### src/rtl/acq_seq_pkg.sv
// constants, settings layout and port carriers of the acquisition sequencer
// assumes a single 200 MHz core clock shared with the converter and nv store
package acq_seq_pkg;
  // -------------------------------------------------------------------
  // timing
  // -------------------------------------------------------------------
  localparam int CLK_PERIOD_NS = 5;
  localparam int US_TIME_NS = 1000;
  localparam int TICK_CYC = US_TIME_NS / CLK_PERIOD_NS;
  localparam int DEAD_TIME_NS = 1600;
  localparam int DEAD_CYC = (DEAD_TIME_NS + CLK_PERIOD_NS - 1) / CLK_PERIOD_NS;
  localparam int CONV_TIME_PS = 42700000;
  localparam int CONV_CYC_DEF = CONV_TIME_PS / (CLK_PERIOD_NS * 1000);
  localparam int TRIG_MARGIN_NS = 3200;
  localparam int TICK_W = 8;
  localparam int DEAD_W = 9;
  localparam int CONV_W = 16;
  // -------------------------------------------------------------------
  // widths
  // -------------------------------------------------------------------
  localparam int MAX_HEADS = 8;
  localparam int HEAD_W = 3;
  localparam int RANGE_W = 3;
  localparam int PERIOD_W = 16;
  localparam int ADC_W = 16;
  localparam int ACC_W = ADC_W + 2;
  localparam int CHAN_W = 8;
  localparam int ADDR_W = 8;
  // -------------------------------------------------------------------
  // register map and fields
  // -------------------------------------------------------------------
  localparam logic [ADDR_W-1:0] REG_CTRL = 8'h00;
  localparam logic [ADDR_W-1:0] REG_PERIOD = 8'h04;
  localparam logic [ADDR_W-1:0] REG_HEADS = 8'h08;
  localparam logic [ADDR_W-1:0] REG_STATUS = 8'h0c;
  localparam logic [ADDR_W-1:0] REG_RANGE = 8'h20;
  localparam int CTRL_RUN = 0;
  localparam int CTRL_HIGH = 1;
  localparam int CTRL_TRIG = 2;
  localparam int CTRL_SUB = 3;
  localparam int CTRL_SAVE = 5;
  localparam int RNG_LO = 0;
  localparam int RNG_HI = 4;
  localparam logic [PERIOD_W-1:0] PERIOD_RST = 16'h03e8;
  localparam logic [3:0] HEADS_RST = 4'h1;
  localparam logic [1:0] SUB_1 = 2'h0;
  localparam logic [1:0] SUB_2 = 2'h1;
  localparam logic [1:0] SUB_4 = 2'h2;

  typedef logic [RANGE_W-1:0] range_t;
  typedef struct packed {
    logic run;
    logic high_energy;
    logic trig_mode;
    logic [1:0] sub_mode;
    logic [PERIOD_W-1:0] period;
    logic [3:0] heads;
    range_t [MAX_HEADS-1:0] range_hi;
    range_t [MAX_HEADS-1:0] range_lo;
  } settings_t;
  typedef struct packed {
    logic [ADDR_W-1:0] addr;
    logic [31:0] wdata;
    logic wr;
    logic rd;
  } bus_req_t;
  typedef struct packed {
    logic valid;
    logic [CHAN_W-1:0] chan;
    logic [ADC_W-1:0] data;
  } adc_t;
  typedef struct packed {
    logic valid;
    logic [CHAN_W-1:0] chan;
    logic [ACC_W-1:0] data;
  } out_t;
  typedef enum logic [3:0] {
    S_LOAD = 4'h1,
    S_IDLE = 4'h2,
    S_INTEG = 4'h4,
    S_DEAD = 4'h8
  } seq_state_t;

  // index of the last sub-sample of a sum
  function automatic logic [1:0] sub_last(input logic [1:0] m);
    case (m)
      SUB_2: sub_last = 2'h1;
      SUB_4: sub_last = 2'h3;
      default: sub_last = 2'h0;
    endcase
  endfunction

  function automatic logic [3:0] fix_heads(input logic [3:0] h);
    if (h == 4'h0) begin
      fix_heads = 4'h1;
    end else if (h > 4'(MAX_HEADS)) begin
      fix_heads = 4'(MAX_HEADS);
    end else begin
      fix_heads = h;
    end
  endfunction

  function automatic logic range_hit(input logic [ADDR_W-1:0] a);
    range_hit = (a[7:5] == REG_RANGE[7:5]) && (a[1:0] == 2'h0);
  endfunction
endpackage

### src/rtl/xray_acq_sequencer.sv
// integration, dead time and conversion sequencer with sub-sample summing
// assumes converter samples, nv store and register port share core_clk;
// only the external trigger is asynchronous
//
// The placing of the registers and strobed register access were decided locally.
`timescale 1ns/1ps
module xray_acq_sequencer #(
  parameter int CONV_CYC = acq_seq_pkg::CONV_CYC_DEF
) (
  input wire logic core_clk,
  input wire logic rst,
  input wire acq_seq_pkg::bus_req_t bus,
  output logic [31:0] rdata,
  input wire logic ext_trig,
  input wire acq_seq_pkg::settings_t nv_load_data,
  input wire logic nv_load_valid,
  output logic nv_load_req,
  output acq_seq_pkg::settings_t nv_image,
  output logic nv_save,
  output logic integrate,
  output logic conv_start,
  output logic [acq_seq_pkg::HEAD_W-1:0] head_sel,
  output acq_seq_pkg::range_t [acq_seq_pkg::MAX_HEADS-1:0] head_range,
  input wire acq_seq_pkg::adc_t adc,
  output acq_seq_pkg::out_t sample_out
);
  import acq_seq_pkg::*;

  // -------------------------------------------------------------------
  // state
  // -------------------------------------------------------------------
  typedef struct packed {
    seq_state_t st;
    settings_t set;
    logic [TICK_W-1:0] tick;
    logic [PERIOD_W-1:0] us;
    logic [DEAD_W-1:0] dead;
    logic [CONV_W-1:0] conv_cnt;
    logic [HEAD_W-1:0] head;
    logic busy;
    logic [1:0] frame;
    logic [1:0] conv_frame;
    logic [2:0] trig_sync;
    logic trig_lvl;
    logic [31:0] rdata;
    logic save;
    logic integ;
    range_t [MAX_HEADS-1:0] rng_out;
    out_t out;
  } regs_t;

  regs_t r;
  regs_t next_r;
  logic [ACC_W-1:0] acc_mem [0:(2**CHAN_W)-1];
  logic [ACC_W-1:0] acc_sum;
  logic acc_last;
  logic trig_edge;
  logic cont;
  logic [31:0] int_cyc;
  logic [31:0] min_cyc;
  logic [PERIOD_W-1:0] period_eff;
  logic [HEAD_W-1:0] ridx;

  // -------------------------------------------------------------------
  // derived terms
  // -------------------------------------------------------------------
  always_comb begin
    period_eff = (r.set.period == '0) ? PERIOD_W'(1) : r.set.period;
    int_cyc = 32'(period_eff) * 32'(TICK_CYC);
    // continuous only when the dead interval plus conversion of every board fits the period
    min_cyc = 32'(DEAD_CYC) + 32'(r.set.heads) * 32'(CONV_CYC);
    cont = (int_cyc >= min_cyc);
    // only the agreeing second and third stages count as a change
    trig_edge = (r.trig_sync[1] == r.trig_sync[2]) && r.trig_sync[2] && !r.trig_lvl;
    acc_last = (r.conv_frame >= sub_last(r.set.sub_mode));
    // sum is two bits wider than a sample so four never overflow
    acc_sum = ((r.conv_frame == 2'h0) ? ACC_W'(0) : acc_mem[adc.chan])
      + ACC_W'(adc.data);
    ridx = bus.addr[HEAD_W+1:2];
  end

  // -------------------------------------------------------------------
  // next state
  // -------------------------------------------------------------------
  always_comb begin
    next_r = r;
    next_r.save = 1'b0;
    next_r.rdata = '0;
    next_r.out.valid = 1'b0;
    next_r.trig_sync = {r.trig_sync[1:0], ext_trig};
    if (r.trig_sync[1] == r.trig_sync[2]) begin
      next_r.trig_lvl = r.trig_sync[2];
    end

    if (bus.wr) begin
      case (bus.addr)
        REG_CTRL: begin
          next_r.set.run = bus.wdata[CTRL_RUN];
          next_r.set.high_energy = bus.wdata[CTRL_HIGH];
          next_r.set.trig_mode = bus.wdata[CTRL_TRIG];
          next_r.set.sub_mode = bus.wdata[CTRL_SUB+:2];
          next_r.save = bus.wdata[CTRL_SAVE];
        end
        REG_PERIOD: next_r.set.period = bus.wdata[PERIOD_W-1:0];
        REG_HEADS: next_r.set.heads = fix_heads(bus.wdata[3:0]);
        default: begin
          if (range_hit(bus.addr)) begin
            next_r.set.range_lo[ridx] = bus.wdata[RNG_LO+:RANGE_W];
            next_r.set.range_hi[ridx] = bus.wdata[RNG_HI+:RANGE_W];
          end
        end
      endcase
    end

    if (bus.rd) begin
      case (bus.addr)
        REG_CTRL: next_r.rdata = 32'({r.set.sub_mode, r.set.trig_mode,
          r.set.high_energy, r.set.run});
        REG_PERIOD: next_r.rdata = 32'(r.set.period);
        REG_HEADS: next_r.rdata = 32'(r.set.heads);
        REG_STATUS: next_r.rdata = 32'({r.frame, r.head, r.busy, cont, r.st});
        default: begin
          if (range_hit(bus.addr)) begin
            next_r.rdata = 32'({1'b0, r.set.range_hi[ridx], 1'b0, r.set.range_lo[ridx]});
          end
        end
      endcase
    end

    // conversion walks the head boards one slot each
    if (r.busy) begin
      if (r.conv_cnt == CONV_W'(CONV_CYC - 1)) begin
        next_r.conv_cnt = '0;
        if (r.head == HEAD_W'(r.set.heads - 4'h1)) begin
          next_r.busy = 1'b0;
        end else begin
          next_r.head = r.head + HEAD_W'(1);
        end
      end else begin
        next_r.conv_cnt = r.conv_cnt + CONV_W'(1);
      end
    end

    case (r.st)
      S_LOAD: begin
        if (nv_load_valid) begin
          next_r.set = nv_load_data;
          next_r.set.heads = fix_heads(nv_load_data.heads);
          next_r.st = S_IDLE;
        end
      end
      S_IDLE: begin
        if (r.set.run && (!r.set.trig_mode || trig_edge)) begin
          next_r.st = S_INTEG;
          next_r.tick = '0;
          next_r.us = '0;
          next_r.integ = 1'b1;
          next_r.rng_out = r.set.high_energy ? r.set.range_hi : r.set.range_lo;
        end
      end
      S_INTEG: begin
        if (r.tick == TICK_W'(TICK_CYC - 1)) begin
          next_r.tick = '0;
          next_r.us = r.us + PERIOD_W'(1);
          if (r.us + PERIOD_W'(1) >= period_eff) begin
            next_r.st = S_DEAD;
            next_r.dead = '0;
            next_r.integ = 1'b0;
            // hand the finished frame to conversion
            next_r.busy = 1'b1;
            next_r.head = '0;
            next_r.conv_cnt = '0;
            next_r.conv_frame = r.frame;
            next_r.frame = (r.frame >= sub_last(r.set.sub_mode)) ? 2'h0
              : r.frame + 2'h1;
          end
        end else begin
          next_r.tick = r.tick + TICK_W'(1);
        end
      end
      S_DEAD: begin
        if (r.dead < DEAD_W'(DEAD_CYC - 1)) begin
          next_r.dead = r.dead + DEAD_W'(1);
        end else if (cont || !r.busy) begin
          if (r.set.run && !r.set.trig_mode) begin
            next_r.st = S_INTEG;
            next_r.tick = '0;
            next_r.us = '0;
            next_r.integ = 1'b1;
            next_r.rng_out = r.set.high_energy ? r.set.range_hi : r.set.range_lo;
          end else begin
            // triggered runs wait in idle for the next edge
            next_r.st = S_IDLE;
          end
        end
      end
      default: next_r.st = S_IDLE;
    endcase

    if (adc.valid) begin
      next_r.out.chan = adc.chan;
      next_r.out.data = acc_sum;
      next_r.out.valid = acc_last;
    end
  end

  // -------------------------------------------------------------------
  // registers
  // -------------------------------------------------------------------
  always_ff @(posedge core_clk) begin
    if (rst) begin
      r <= '0;
      r.st <= S_LOAD;
      r.set.period <= PERIOD_RST;
      r.set.heads <= HEADS_RST;
    end else begin
      r <= next_r;
    end
  end

  // partial sums per channel; no reset needed as frame 0 ignores them
  always_ff @(posedge core_clk) begin
    if (adc.valid && !acc_last) begin
      acc_mem[adc.chan] <= acc_sum;
    end
  end

  // -------------------------------------------------------------------
  // outputs
  // -------------------------------------------------------------------
  assign rdata = r.rdata;
  assign nv_load_req = (r.st == S_LOAD);
  assign nv_image = r.set;
  assign nv_save = r.save;
  assign integrate = r.integ;
  assign conv_start = r.busy && (r.conv_cnt == '0);
  assign head_sel = r.head;
  assign head_range = r.rng_out;
  assign sample_out = r.out;
endmodule

### config.mk
export PLATFORM = sky130hd
export DESIGN_NAME = xray_acq_sequencer
export DESIGN_NICKNAME = d
export VERILOG_FILES = /design/src/rtl/acq_seq_pkg.sv /design/src/rtl/xray_acq_sequencer.sv
export SDC_FILE = /design/constraint.sdc
export NUM_CORES = 2
export LEC_CHECK = 0
export BUFFER_PORTS_ARGS = -buffer_cell sky130_fd_sc_hd__buf_2
export CAP_MARGIN = 40
export CORE_MARGIN = 3
export CORE_UTILIZATION = 49
export CTS_BUF_LIST = sky130_fd_sc_hd__clkbuf_8
export CTS_CLUSTER_SIZE = 10
export DETAILED_ROUTE_END_ITERATION = 6
export PLACE_DENSITY_LB_ADDON = 0.3
export SYNTH_ARGS = -nofsm -noshare
export SYNTH_HDL_FRONTEND = slang
export SYNTH_MEMORY_MAX_BITS = 65536
export SYNTH_SLANG_ARGS = --single-unit
### constraint.sdc
create_clock -name core_clk -period 31.4 [get_ports core_clk]
set_input_delay 3.14 -clock core_clk [delete_from_list [all_inputs] [get_ports core_clk]]
set_output_delay 3.14 -clock core_clk [all_outputs]
set_load 0.02 [all_outputs]
==> impl_results.md <==
* Unique masters post-synth at 80
* WL final at 517000 um
* Cts bufs inserted at 743
* TritonRoute pass-1 iters at 6
* R2R depth at 20
* Switching Share at 0.237
* First-pass GRT wire length at 732000 um
* GR Util met1 at 0.342
* Via count at 97183
* Clock Skew at 96.9 ps
* Postcts setup bufs at 0
* Via-to-Cell Ratio at 6.24
* Clk pwr share at 0.380
* Vias in the first global route at 98441
* Layout cell share with drive strength beyond 1 at 0.325
* H-tree depth at 6
* Most common cell after layout, fill and taps aside: edfxtp_1
* PostCTS Resize Cnt at 0
* Post-DRT Antenna Nets at 0
* Mean post-synth cell area at 21.4 sq um
* Routed WL per cell at 33.2 um
* HPWL reported at the end of detailed placement at 316000 um
* WP data arrival at 13800 ps
* Largest net degree at the start of global routing at 210
* Worst-Margin Slew at 1130 ps
* # rows at 228
* CTS tree: yes
* RSZ-0062 raised after global routing: no
* Number of synthesized register bits at 4815
* M3 GR Usage at 0.0751
* Combinational share of power at 0.070
* Fin. max-slew vios at 0
* Critical Path Source Type: input pin
* Worst Path Max Fanout at 100
* Core ar. at 387000 sq um
* Most common flop cell mapped by yosys: edfxtp_1
* Initial drt markers at 12768
* P_sw at 3050 uW
* GP Congestion at 0.938
* Clock sinks at 4815
* Final period utilization at 0.412
* Final setup fails at 0
* VDD IR max at 40.7 uV
* Initial antenna violation count at 23
* Critical Path Start: adc[16]
* DRC errors left at 0
* IO Port Bufs at 274
* Leakage at 0.0701 uW
* Final Hold Viols at 0
* Post-layout util at 0.557
* Synthesis warning total at 0
* Clk Latency, worst-skew pair at 1250 ps
* Clk buf depth at 4
* Die Ht at 630 um
* Layout area overhead at 12.9%
* Hold Path Sink: head_range[6]$_SDFFE_PP0P_
* Minimum clock period at 12950 ps
* Die area at 397000 sq um
* FMAX at 0.0772 GHz
* HP Class: reg2reg
* Register area share after synthesis at 0.747
* Root buffer cell: clkbuf_8
* Gr busiest metal: met2
* Initial Utilization at 0.493
* Final instance area at 216000 sq um
* Reg2reg end: acc_mem[95][16]$_DFFE_PP_
* Gr usage total at 0.259
* Status: finished clean
* R2r startpoint: acc_mem[215][0]$_DFFE_PP_
* Hold Crit Start: head_range[6]$_SDFFE_PP0P_
* Post-synth ARST share at 0
* Post-Syn Area at 191000 sq um
* Pint at 9790 uW
* Count of boundary I/O pins at 307
* Slew headroom at 0.247
* CP Capture Type: register
* Nets at 10067
* Reg power frac at 0.550
* Cells after synthesis at 8929
* Die Wd at 630 um
* Hold Crit Depth at 2
* Cell Area, Placed at 202000 sq um
* Hold buffer count at CTS at 0
* Cell Pwr Density at 59.6 nW/um^2
* Final TNS setup at 0 ps
* WP data required at 32250 ps
* R2r setup slk at 24000 ps
* Critical path class: in2reg
* Met2 Use GR at 0.402
* Clock-pin slew on the worst setup and hold paths at 60 ps
* Commonest non-fill, non-tap cells in the layout: edfxtp_1 (4608), mux4_2 (1405), clkbuf_8 (760), buf_4 (368), inv_1 (348)
* Grt total ovfl at 0
* Post-synth EDFFs at 4608
* MaxCap Viol Count at 0
==> Yosys cell counts, drive strengths merged (40+ instances only) <==
library cell	instances	area, sq um
mux2i	205	2050
buf	406	2400
nor2	486	1820
nand2	211	792
a211oi	93	718
inv	89	334
a22oi	85	638
mux4	1405	31600
ha	128	1600
o21ai	76	380
nand2b	45	282
dfxtp	207	4140
o211ai	40	300
nand4	43	269
edfxtp	4608	138000
xnor2	49	429
nand3	64	320
a21oi	71	355
clkbuf	240	901
==> power groups by stage <==
stage	clock [uW]	combinational, uW	sequential, uW
2_1_floorplan	0	572	7220
3_3_place_gp	0	858	7190
3_5_place_dp	0	886	7190
4_1_cts	4960	889	7060
5_1_grt	5250	946	7060
6_report	4880	895	7060
==> registers in the layout (all words and copies together), names as in the netlist <==
register	cells
r	60
sample_out	27
nv_image	73
head_sel	3
acc_mem	4608
head_range	24
nv_save	1
next_r	2
integrate	1
rdata	16
==> how the worst max path moves through the flow <==
stage	end	slack, ps	depth (start not counted)
CTS	acc_mem[237][17]$_DFFE_PP_	18610	25
global route	acc_mem[237][17]$_DFFE_PP_	17870	25
global placement	acc_mem[216][17]$_DFFE_PP_	17230	24
finish	acc_mem[95][16]$_DFFE_PP_	18450	26
floorplan	acc_mem[0][15]$_DFFE_PP_	15160	18
detailed placement	acc_mem[219][17]$_DFFE_PP_	17310	25
==> routing by layer <==
metal,share of wire,wire length (um)
met5,0.00020,106
met4,0.050,26100
met3,0.12,59800
met2,0.47,244000
met1,0.36,188000
==> worst max-delay path, cell delays in order <==
cell and delay, ps:
buf_12 450, buf_12 560, buf_4 590, buf_4 580
buf_4 610, buf_4 750, mux4_2 600, mux4_2 540
mux4_2 540, nand2_1 360, o21ai_0 160, a21oi_1 170
nor2_1 80, ha_4 190, inv_1 70, fa_1 250
nor2b_1 70, o21ai_0 210, a21oi_1 170, o211ai_1 300
o22ai_1 180, o41ai_1 570, o21ai_0 400, xor2_4 240
buf_4 550, buf_4 840
==> logic make-up after synthesis <==
logic type / count (synthesis) / synth area share
muxes: 1623 / 0.177
AOI/OAI and AO/OA: 531 / 0.0197
adders and majority gates: 145 / 0.0101
other: 1 / 0.0000196
DFF: 4815 / 0.747
xor gates and xnor gates: 87 / 0.00399
buffers and inverters: 735 / 0.0191
and+or+nand+nor: 992 / 0.0231
==> through the flow <==
| stage | worst slack (ps) | power (uW) | hold slack (ps) | std cells |
|---|---|---|---|---|
| 2_1_floorplan | 15160 | 7790 | 414 | 8944 |
| 3_3_place_gp | 17230 | 8050 | 430 | 14116 |
| 3_5_place_dp | 17310 | 8080 | 451 | 14203 |
| 4_1_cts | 18610 | 12900 | 460 | 15550 |
| 5_1_grt | 17870 | 13200 | 487 | 15560 |
| 6_report | 18450 | 12800 | 457 | 15575 |
==> area by class of cell <==
cell class                      count  area (sq um)
Fill cell                       28453        171000
Sequential cell                  4815        143000
Clock inverter                    587          3300
Antenna cell                       19          47.5
Inverter                           89           349
Timing Repair Buffer              736          6280
Multi-Input combinational cell   3394         46100
Tap cell                         5175          6470
Clock buffer                      760         10500
No activity file was read; power rests on OpenSTA's default activity.
